`config.mk`:
```
export PLATFORM = sky130hd
export DESIGN_NAME = nvb_ctrl
export DESIGN_NICKNAME = d
export VERILOG_FILES = /design/src/core/nvb_pkg.sv /design/src/core/nvb_ctrl.sv /design/src/core/nvb_osc_tick.sv
export SDC_FILE = /design/constraint.sdc
export NUM_CORES = 1
export LEC_CHECK = 0
export BUFFER_PORTS_ARGS = -buffer_cell sky130_fd_sc_hd__buf_2
export CAP_MARGIN = 20
export CORE_MARGIN = 8
export CORE_UTILIZATION = 55
export DETAILED_ROUTE_END_ITERATION = 8
export PLACE_DENSITY = 0.72
export SETUP_SLACK_MARGIN = 0.05
export SLEW_MARGIN = 20
export SYNTH_ARGS = -nofsm -noshare
export SYNTH_HDL_FRONTEND = slang
export SYNTH_HIERARCHICAL = 1
export SYNTH_SLANG_ARGS = --single-unit
```
`constraint.sdc`:
```
create_clock -name mclk_i -period 10.5 [get_ports mclk_i]
set_input_delay 1.05 -clock mclk_i [delete_from_list [all_inputs] [get_ports mclk_i]]
set_output_delay 1.05 -clock mclk_i [all_outputs]
set_load 0.01 [all_outputs]
```
`src/core/nvb_pkg.sv`:
```
// Package of register indices, bit fields and timing counts for the byte EEPROM controller
//-------------------------------------------------------------------
//-------------------------------------------------------------------
package nvb_pkg;
    localparam int unsigned DEPTH = 128;
    localparam int unsigned AW = 7;
    // Register indices on the I/O register port
    localparam logic [1:0] IDX_ADDR = 2'h0;
    localparam logic [1:0] IDX_DATA = 2'h1;
    localparam logic [1:0] IDX_CTRL = 2'h2;
    // Control field positions
    localparam int unsigned BIT_READ = 0;
    localparam int unsigned BIT_PROG = 1;
    localparam int unsigned BIT_MPE = 2;
    localparam int unsigned BIT_RIE = 3;
    localparam int unsigned BIT_MODE_LO = 4;
    localparam int unsigned BIT_MODE_HI = 5;
    // Programming modes
    localparam logic [1:0] MODE_ATOMIC = 2'h0;
    localparam logic [1:0] MODE_ERASE = 2'h1;
    localparam logic [1:0] MODE_WRITE = 2'h2;
    localparam logic [1:0] MODE_RESET = 2'h0;
    localparam logic [7:0] ERASED_BYTE = 8'hff;
    // Timing
    localparam int unsigned CLK_HZ = 10_000_000;
    localparam int unsigned OSC_HZ = 1_000_000;
    localparam int unsigned OSC_DIV = CLK_HZ / OSC_HZ;
    localparam int unsigned T_ATOMIC_US = 3400;
    localparam int unsigned T_SPLIT_US = 1800;
    localparam int unsigned ATOMIC_TICKS = T_ATOMIC_US * (OSC_HZ / 1_000_000);
    localparam int unsigned SPLIT_TICKS = T_SPLIT_US * (OSC_HZ / 1_000_000);
    localparam logic [2:0] MPE_CYCLES = 3'h4;
    localparam logic [2:0] PROG_STALL = 3'h2;
    localparam logic [2:0] READ_STALL = 3'h4;
    typedef enum logic [1:0] {
        ST_IDLE = 2'b00,
        ST_ERASE = 2'b01,
        ST_WRITE = 2'b10
    } nvb_state_t;
endpackage

```
`src/core/nvb_ctrl.sv`:
```
// Byte EEPROM access controller: I/O registers, timed enable, programming sequencer
`timescale 1ns/1ps
module nvb_ctrl #(
    parameter int unsigned ATOMIC_TICKS = nvb_pkg::ATOMIC_TICKS,
    parameter int unsigned SPLIT_TICKS = nvb_pkg::SPLIT_TICKS
) (
    input wire logic mclk_i,
    input wire logic rst_n_i,
    input wire logic io_wr_i,
    input wire logic io_rd_i,
    input wire logic [1:0] io_idx_i,
    input wire logic [7:0] io_wdata_i,
    output logic [7:0] io_rdata_o,
    input wire logic global_irq_en_i,
    output logic ready_irq_o,
    output logic cpu_stall_o
);
    //-------------------------------------------------------------------
    // State
    //-------------------------------------------------------------------
    typedef struct packed {
        logic [6:0] addr;
        logic [7:0] data;
        logic [1:0] mode;
        logic rie;
        logic mpe;
        logic [2:0] mpe_cnt;
        logic prog;
        logic [2:0] stall_cnt;
        nvb_pkg::nvb_state_t st;
        logic [11:0] tick_cnt;
        logic [7:0] rdata;
    } nvb_ctrl_state_t;

    nvb_ctrl_state_t s_reg;
    nvb_ctrl_state_t s_next;
    logic [7:0] mem [0:nvb_pkg::DEPTH-1];
    logic osc_tick;
    logic busy;
    logic mem_we;
    logic [7:0] mem_wval;
    logic wr_addr;
    logic wr_data;
    logic wr_ctrl;
    logic [7:0] ctrl_rd;
    logic [7:0] addr_rd;
    logic [11:0] op_ticks;

    nvb_osc_tick #(
        .DIV(nvb_pkg::OSC_DIV)
    ) u_osc (
        .mclk_i(mclk_i),
        .rst_n_i(rst_n_i),
        .tick_o(osc_tick)
    );

    assign busy = (s_reg.st != nvb_pkg::ST_IDLE);
    assign wr_addr = io_wr_i && (io_idx_i == nvb_pkg::IDX_ADDR);
    assign wr_data = io_wr_i && (io_idx_i == nvb_pkg::IDX_DATA);
    assign wr_ctrl = io_wr_i && (io_idx_i == nvb_pkg::IDX_CTRL);
    assign op_ticks = (s_reg.mode == nvb_pkg::MODE_ATOMIC) ? 12'(ATOMIC_TICKS) :
        12'(SPLIT_TICKS);

    //-------------------------------------------------------------------
    // Next state
    //-------------------------------------------------------------------
    always_comb begin
        s_next = s_reg;
        mem_we = 1'b0;
        mem_wval = s_reg.data;
        if (s_reg.stall_cnt != 3'h0) begin
            s_next.stall_cnt = s_reg.stall_cnt - 3'h1;
        end
        if (s_reg.mpe) begin
            if (s_reg.mpe_cnt == 3'h1) begin
                s_next.mpe = 1'b0;
            end
            s_next.mpe_cnt = s_reg.mpe_cnt - 3'h1;
        end
        if (wr_addr && !busy) begin
            s_next.addr = io_wdata_i[6:0];
        end
        if (wr_data) begin
            s_next.data = io_wdata_i;
        end
        if (wr_ctrl) begin
            s_next.rie = io_wdata_i[nvb_pkg::BIT_RIE];
            if (!s_reg.prog) begin
                s_next.mode = io_wdata_i[nvb_pkg::BIT_MODE_HI:nvb_pkg::BIT_MODE_LO];
            end
            if (io_wdata_i[nvb_pkg::BIT_MPE] && !s_reg.mpe) begin
                s_next.mpe = 1'b1;
                s_next.mpe_cnt = nvb_pkg::MPE_CYCLES;
            end
            // Reserved mode 11 starts no programming; a set read strobe still starts a read
            if (io_wdata_i[nvb_pkg::BIT_PROG] && s_reg.mpe && !busy
                && s_reg.mode != 2'h3) begin
                s_next.prog = 1'b1;
                s_next.tick_cnt = op_ticks;
                s_next.st = (s_reg.mode == nvb_pkg::MODE_WRITE) ? nvb_pkg::ST_WRITE :
                    nvb_pkg::ST_ERASE;
                s_next.stall_cnt = nvb_pkg::PROG_STALL;
            end else if (io_wdata_i[nvb_pkg::BIT_READ] && !busy) begin
                // Read completes in the same write, so the strobe never reads back set
                s_next.data = mem[s_reg.addr];
                s_next.stall_cnt = nvb_pkg::READ_STALL;
            end
        end
        // Programming is timed in oscillator ticks, not CPU cycles
        if (busy && osc_tick) begin
            if (s_reg.tick_cnt <= 12'h001) begin
                mem_we = 1'b1;
                case (s_reg.mode)
                    nvb_pkg::MODE_ATOMIC: mem_wval = s_reg.data;
                    nvb_pkg::MODE_ERASE: mem_wval = nvb_pkg::ERASED_BYTE;
                    // No erase first: bits can only be cleared
                    nvb_pkg::MODE_WRITE: mem_wval = mem[s_reg.addr] & s_reg.data;
                    default: mem_we = 1'b0;
                endcase
                s_next.st = nvb_pkg::ST_IDLE;
                s_next.prog = 1'b0;
                s_next.tick_cnt = 12'h000;
            end else begin
                s_next.tick_cnt = s_reg.tick_cnt - 12'h001;
            end
        end
    end

    //-------------------------------------------------------------------
    // Registers
    //-------------------------------------------------------------------
    always_ff @(posedge mclk_i) begin
        if (!rst_n_i) begin
            s_reg.rie <= 1'b0;
            s_reg.mpe <= 1'b0;
            s_reg.mpe_cnt <= 3'h0;
            s_reg.stall_cnt <= 3'h0;
            s_reg.rdata <= 8'h00;
            // An operation in flight survives reset; its tick count holds until reset is released
            if (busy) begin
                s_reg.addr <= s_next.addr;
                s_reg.data <= s_next.data;
                s_reg.mode <= s_next.mode;
                s_reg.prog <= s_next.prog;
                s_reg.st <= s_next.st;
                s_reg.tick_cnt <= s_next.tick_cnt;
            end else begin
                s_reg.addr <= 7'h00;
                s_reg.data <= 8'h00;
                s_reg.mode <= nvb_pkg::MODE_RESET;
                s_reg.prog <= 1'b0;
                s_reg.st <= nvb_pkg::ST_IDLE;
                s_reg.tick_cnt <= 12'h000;
            end
        end else begin
            s_reg <= s_next;
            s_reg.rdata <= io_rdata_comb(io_idx_i);
        end
    end

    always_ff @(posedge mclk_i) begin
        if (mem_we && (!rst_n_i ? busy : 1'b1)) begin
            mem[s_reg.addr] <= mem_wval;
        end
    end

    //-------------------------------------------------------------------
    // Read side
    //-------------------------------------------------------------------
    assign addr_rd = {1'b0, s_reg.addr};
    assign ctrl_rd = {2'b00, s_reg.mode, s_reg.rie, s_reg.mpe, s_reg.prog, 1'b0};

    function automatic logic [7:0] io_rdata_comb(input logic [1:0] idx);
        case (idx)
            nvb_pkg::IDX_ADDR: io_rdata_comb = addr_rd;
            nvb_pkg::IDX_DATA: io_rdata_comb = s_reg.data;
            nvb_pkg::IDX_CTRL: io_rdata_comb = ctrl_rd;
            default: io_rdata_comb = 8'h00;
        endcase
    endfunction

    // Read data is registered: sample one cycle after io_rd_i
    assign io_rdata_o = s_reg.rdata;
    assign ready_irq_o = s_reg.rie && global_irq_en_i && !s_reg.prog;
    assign cpu_stall_o = (s_reg.stall_cnt != 3'h0);

    logic unused_rd;
    assign unused_rd = io_rd_i;
endmodule // nvb_ctrl

```
`src/core/nvb_osc_tick.sv`:
```
// Tick divider standing in for the calibrated internal oscillator
`timescale 1ns/1ps
module nvb_osc_tick #(
    parameter int unsigned DIV = 10
) (
    input wire logic mclk_i,
    input wire logic rst_n_i,
    output logic tick_o
);
    logic [15:0] cnt_reg;
    logic [15:0] cnt_next;

    always_comb begin
        if (cnt_reg == 16'(DIV - 1)) begin
            cnt_next = 16'h0000;
        end else begin
            cnt_next = cnt_reg + 16'h0001;
        end
    end

    // Restarted by reset so it never runs from an unknown count; an operation in
    // flight is stretched by the reset plus the partial tick count it discards, never cut short
    always_ff @(posedge mclk_i) begin
        if (!rst_n_i) begin
            cnt_reg <= 16'h0000;
        end else begin
            cnt_reg <= (cnt_reg > 16'(DIV - 1)) ? 16'h0000 : cnt_next;
        end
    end

    assign tick_o = (cnt_reg == 16'(DIV - 1));
endmodule // nvb_osc_tick

```
== After elaboration in Yosys (flattened, before gate mapping) ==
Memory sizes are Yosys's and may differ from the RTL's. A register that Yosys moved wholly into a read port is not among the register bits.
Index checks and enable logic that the tools add are counted.

* Flip-flop bits (word level): 64
* Memory bits (writable): 1,024
* Input bits: 15
* Output and inout bits: 10
* Word-level logic and storage cells: 85
* Memories kept: 1

{| class="wikitable"
|+ Memories
! name !! depth !! width !! rd ports !! clocked after Yosys merged registers in !! wr ports !! line !! source
|-
| mem || 128 || 8 || 1 || 1 || 1 || nvb_ctrl.sv:37 || <nowiki>logic [7:0] mem [0:nvb_pkg::DEPTH-1];</nowiki>
|}

* $add $sub $neg: 4
* Magnitude comparators: 2
* Eq/ne operators: 7
* Mux-type cells: 35
* Bitwise gates (word level): 2
* Reduce and logical (&&, ||, !) cells: 22

{| class="wikitable"
|+ Operators by type and width
! operator !! number
|-
| $mux 48 || 1
|-
| $mux 14 || 3
|-
| $mux 8 || 5
|-
| $mux 33 || 1
|-
| $mux 12 || 2
|-
| $pmux 8 s3 || 1
|-
| $mux 17 || 1
|-
| $add 16x1->16 const B || 1
|-
| $eq 16x4->1 const B || 1
|-
| $gt 16x4->1 const B || 1
|-
| $pmux 8 s2 || 1
|-
| $logic_and 1x1->1 || 13
|-
| $le 12x1->1 const B || 1
|-
| $sub 12x1->12 const B || 1
|-
| $mux 1 || 11
|-
| $mux 3 || 3
|-
| $and 8x8->8 || 1
|-
| $mux 4 || 2
|-
| $mux 7 || 1
|-
| $mux 2 || 3
|-
| $reduce_or 3->1 || 2
|-
| $sub 3x1->3 const B || 2
|-
| $eq 2x1->1 const B || 2
|-
| $eq 2x2->1 const B || 2
|-
| 7 further kinds || 10
|}

== Longest topological paths before layout ==
* Word-level depth: 10
* Depth in mapped cells: 13

== By module ==
Netlist, hierarchy kept.

{| class="wikitable"
|+ By module, submodules not included
! module !! instances !! cells an instance !! area an instance (um^2) !! sequential area each (um^2)
|-
| nvb_ctrl || 1 || 2,460 || 42,608.4 || 31,710.4
|-
| nvb_osc_tick || 1 || 39 || 494.2 || 320.3
|}

== Worst setup path after synthesis ==
Ideal clock, no wire load.

* Path kind: register to register
* From: register, netlist name addr_rd[0]
* To: memory mem[0][5], data pin
* Arrival: 5.178 ns
* Path slack: 4.491 ns
* Cell stages (with the launch flop): 13
* Path through: dfxtp_1 buf_6 buf_6 buf_4 buf_4 buf_2 buf_2 mux2i_1 a22oi_1 nand3_1 o2111ai_1 nor4_1 o21ai_1

{| class="wikitable"
|+ RTL lines
! element !! line
|-
| end: declaration || nvb_ctrl.sv:37
|}

==> summary.txt <==
GRT
  – GR Util All Layers: 0.2591
  – Initial antenna violation count: 2
  – Pin count of the biggest net entering global routing: between 100 and 150
  – Grt peak-use layer: met2
  – Met3 GRT Util: 0.07244
  – Vias in the first global route: around 24000
  – First-pass GRT wire length: roughly 170 mm
  – Grt ovf: 0
  – Met2 Use GR: 0.3924
  – Met1 Use GR: 0.3507

Detailed routing
  – DRT Pass-1 Iters: 6
  – Final WL: 114.2 mm
  – Antenna Nets Post-Route: 0
  – Vias per cell: 6.736
  – DRC: 0
  – DR iter-0 viols: about 3400
  – Avg WL per Cell: 31.16 um
  – Routed vias: roughly 25000

Timing
  – Final TNS setup: 0 ns
  – Hold Vio Cnt, Final: 0
  – Setup Viol. Count Final: 0
  – Fmax: between 0.15 and 0.2 GHz
  – Worst-margin pin slew: between 1 and 1.5 ns
  – Tcrit/Tclk final: 0.6020
  – Setup Skew: ~0.039 ns
  – RSZ-0062 raised after global routing: false
  – Final min period: 6.321 ns
  – Rel. slew slack: 0.2059
  – Max Transition Viols Final: 0
  – Min setup slack post-route: between 4 and 5 ns

Placement
  – Placer congestion estimate: between 0.9 and 1
  – # port buffers: 23
  – Post-DP HPWL: approximately 67 mm
  – Cells after DPL: about 3500
  – Setup Slack @ Placement: 4.773 ns

Clock tree
  – Clock-pin slew on the worst setup and hold paths: about 0.060 ns
  – Sink Count: approximately 1100
  – Clk buf depth: 3
  – TritonCTS buffer count: approximately 110
  – Post-CTS Setup Repair Bufs: 0
  – Insertion delay to the later sink of the worst-skew pair: a little under 0.7 ns
  – CTS HTree Levels: 3
  – CTS tree: done
  – CTS resizes: 0
  – CTS root buffer: clkbuf_16
  – Post-CTS Hold Fix Bufs: 0

Floorplanning
  – Die area: 87580 sq um
  – FP Rows: 102
  – Die outline width: 295.9 um
  – Die span in y: just under 300 um
  – Ports: 25
  – Initial Utilization: 0.5564
  – Core area: 77470 sq um

Worst setup path
  – CP max stage delay: around 1.1 ns
  – WS Path Type: reg -> reg
  – Worst path bufs/invs: 5
  – R2r setup slk: ~4.2 ns
  – Slowest cell on crit path: clkinv_1
  – Required time worst endpoint: 10.81 ns
  – Worst R2R Start: addr_rd[0]
  – R2R depth: 9
  – FF-to-FF End: mem[127][1]
  – Startpoint class of the critical path: flip-flop
  – Critical path capture point type: flip-flop
  – Crit path cell chain: buf_12, clkinv_1, buf_4, nor2_1, buf_4, a221oi_1, o221ai_1, o31a_2, buf_4
  – Worst-path maximum fanout: 94
  – WP data arrival: between 6 and 7 ns
  – Top cell by count, worst path: buf_4
  – Worst path top cell family by delay: buffers and inverters

Pwr
  – PD cells: 183.8 nW/um^2
  – Peak VDD IR: roughly 0.00014 V
  – Lkg Pwr: between 10 and 15 nW

Yosys
  – FF+latch count, synth: 1088
  – Top_reg_cell synth: edfxtp_1
  – Seq/Total Area, Yosys: 0.7431
  – Gate Count Post-Synth: around 2500
  – Yosys warning total: 6
  – Average cell area after synthesis: between 15 and 20 sq um
  – Netlist cell types: 77
  – Cell area after synthesis: ~43000 sq um
  – Ys async rst share: 0
  – EDFF count, synth: about 1000

Worst hold path
  – Hold Path End: ctrl_rd[3]
  – Hold Path Stages: 2
  – Hold Startpoint: ctrl_rd[3]
  – Class of the worst hold path: reg -> reg

Cells and area
  – Max FFs per register: between 1000 and 1500
  – Synthesis-to-layout area growth: 10.46%
  – Non-Filler Instances: 3664
  – Final net count: 2559
  – Share of cells above drive strength 1: 0.1805
  – Commonest cells after routing, fill and taps aside: edfxtp_1, nor2_1, nand2_1
  – Commonest non-fill, non-tap cell in the layout: edfxtp_1

Run status
  – Status: finished, final reports clean

Flow run
  – Maxcap violations: 0
## layout make-up
| class | count | area, sq um |
|---|---|---|
| well taps | 1040 | 1301 |
| diodes | 3 | 7.507 |
| inverters | 20 | 75.07 |
| fillers | 5435 | 29850 |
| multi-input cells | 1243 | 10360 |
| repair buffers | 73 | 564.3 |
| flip-flops and latches | 1088 | 32040 |
| clock buffers | 137 | 2790 |
| clock inverters | 60 | 474.2 |
## synth_stat cells, drive strengths merged (7+ instances only)
master / number / share of area
nand3: 26 / 0.0030
a21oi: 59 / 0.0069
mux2: 89 / 0.023
edfxtp: 1024 / 0.71
a31oi: 19 / 0.0028
ha: 13 / 0.0038
a221o: 16 / 0.0037
buf: 87 / 0.013
nor2: 226 / 0.020
a22o: 11 / 0.0022
dfxtp: 64 / 0.030
o221ai: 11 / 0.0022
a211oi: 8 / 0.0014
mux4: 121 / 0.063
o22ai: 31 / 0.0045
a21o: 7 / 0.0012
nand2: 125 / 0.011
mux2i: 95 / 0.022
and2: 13 / 0.0019
nor4: 11 / 0.0020
nor2b: 18 / 0.0026
nor3: 17 / 0.0020
a22oi: 61 / 0.011
nand4: 8 / 0.0012
clkbuf: 72 / 0.0063
a221oi: 86 / 0.017
inv: 19 / 0.0017
o21ai: 48 / 0.0056
o2bb2ai: 9 / 0.0018
a31o: 8 / 0.0016
nand2b: 7 / 0.0010
## layer usage
metal	vias to the layer above	share of wire
met5	-	0.00011
li1	10140	-
met1	12450	0.37
met2	1729	0.45
met4	2	0.052
met3	357	0.13
## through the flow
stage                       util  total power [W]  hold slack (ns)  cell area (sq um)
final                     0.6146         0.008752           0.4892              47610
after global placement    0.5720         0.005212           0.4681              44310
after CTS                 0.6141         0.008751           0.4941              47570
after floorplan                -         0.005084           0.4464              43140
after global routing      0.6145         0.008941           0.5088              47600
after detailed placement  0.5720         0.005223           0.4800              44310
## worst reg2reg max path: stages, from the launching register on
cell      delay, ns
dfxtp_4        0.69
buf_12         0.52
clkinv_1       1.16
buf_4          0.62
nor2_1         0.19
buf_4          0.23
a221oi_1       0.15
o221ai_1       0.64
o31a_2         0.76
buf_4          0.92
## cells by family (layout without fill, tap and decap cells)
family | after synthesis | count (layout) | share of synthesized area
DFF | 1088 | 1088 | 0.7431
and+or+nand+nor | 485 | 485 | 0.05045
AOI/OAI and AO/OA | 426 | 426 | 0.07260
muxes | 305 | 305 | 0.1088
buffers and inverters | 179 | 290 | 0.02076
adders and majority gates | 13 | 13 | 0.003774
xor gates and xnor gates | 2 | 2 | 0.0004065
other | 1 | 15 | 0.00008700
## power breakdown
part / leakage [nW] / internal [W] / switching (W)
logic: 3.30 / 0.000111 / 0.000259
clock network: 1.60 / 0.00200 / 0.00160
registers: 9.93 / 0.00476 / 0.0000150
total: 14.8 / 0.00687 / 0.00188
## worst max-delay path by stage
stage               startpoint     endpoint  slack, ns  cells past startpoint
floorplan           addr_rd[0]    mem[0][5]       4.49                     12
global placement    addr_rd[0]    mem[0][3]       4.98                     10
detailed placement  addr_rd[0]   mem[73][1]       4.77                      9
CTS                 addr_rd[0]   mem[63][1]       4.78                      9
global route        addr_rd[0]   mem[61][1]       3.98                      9
finish              addr_rd[0]  mem[127][1]       4.18                      9
Power figures use the tool's default switching activity.
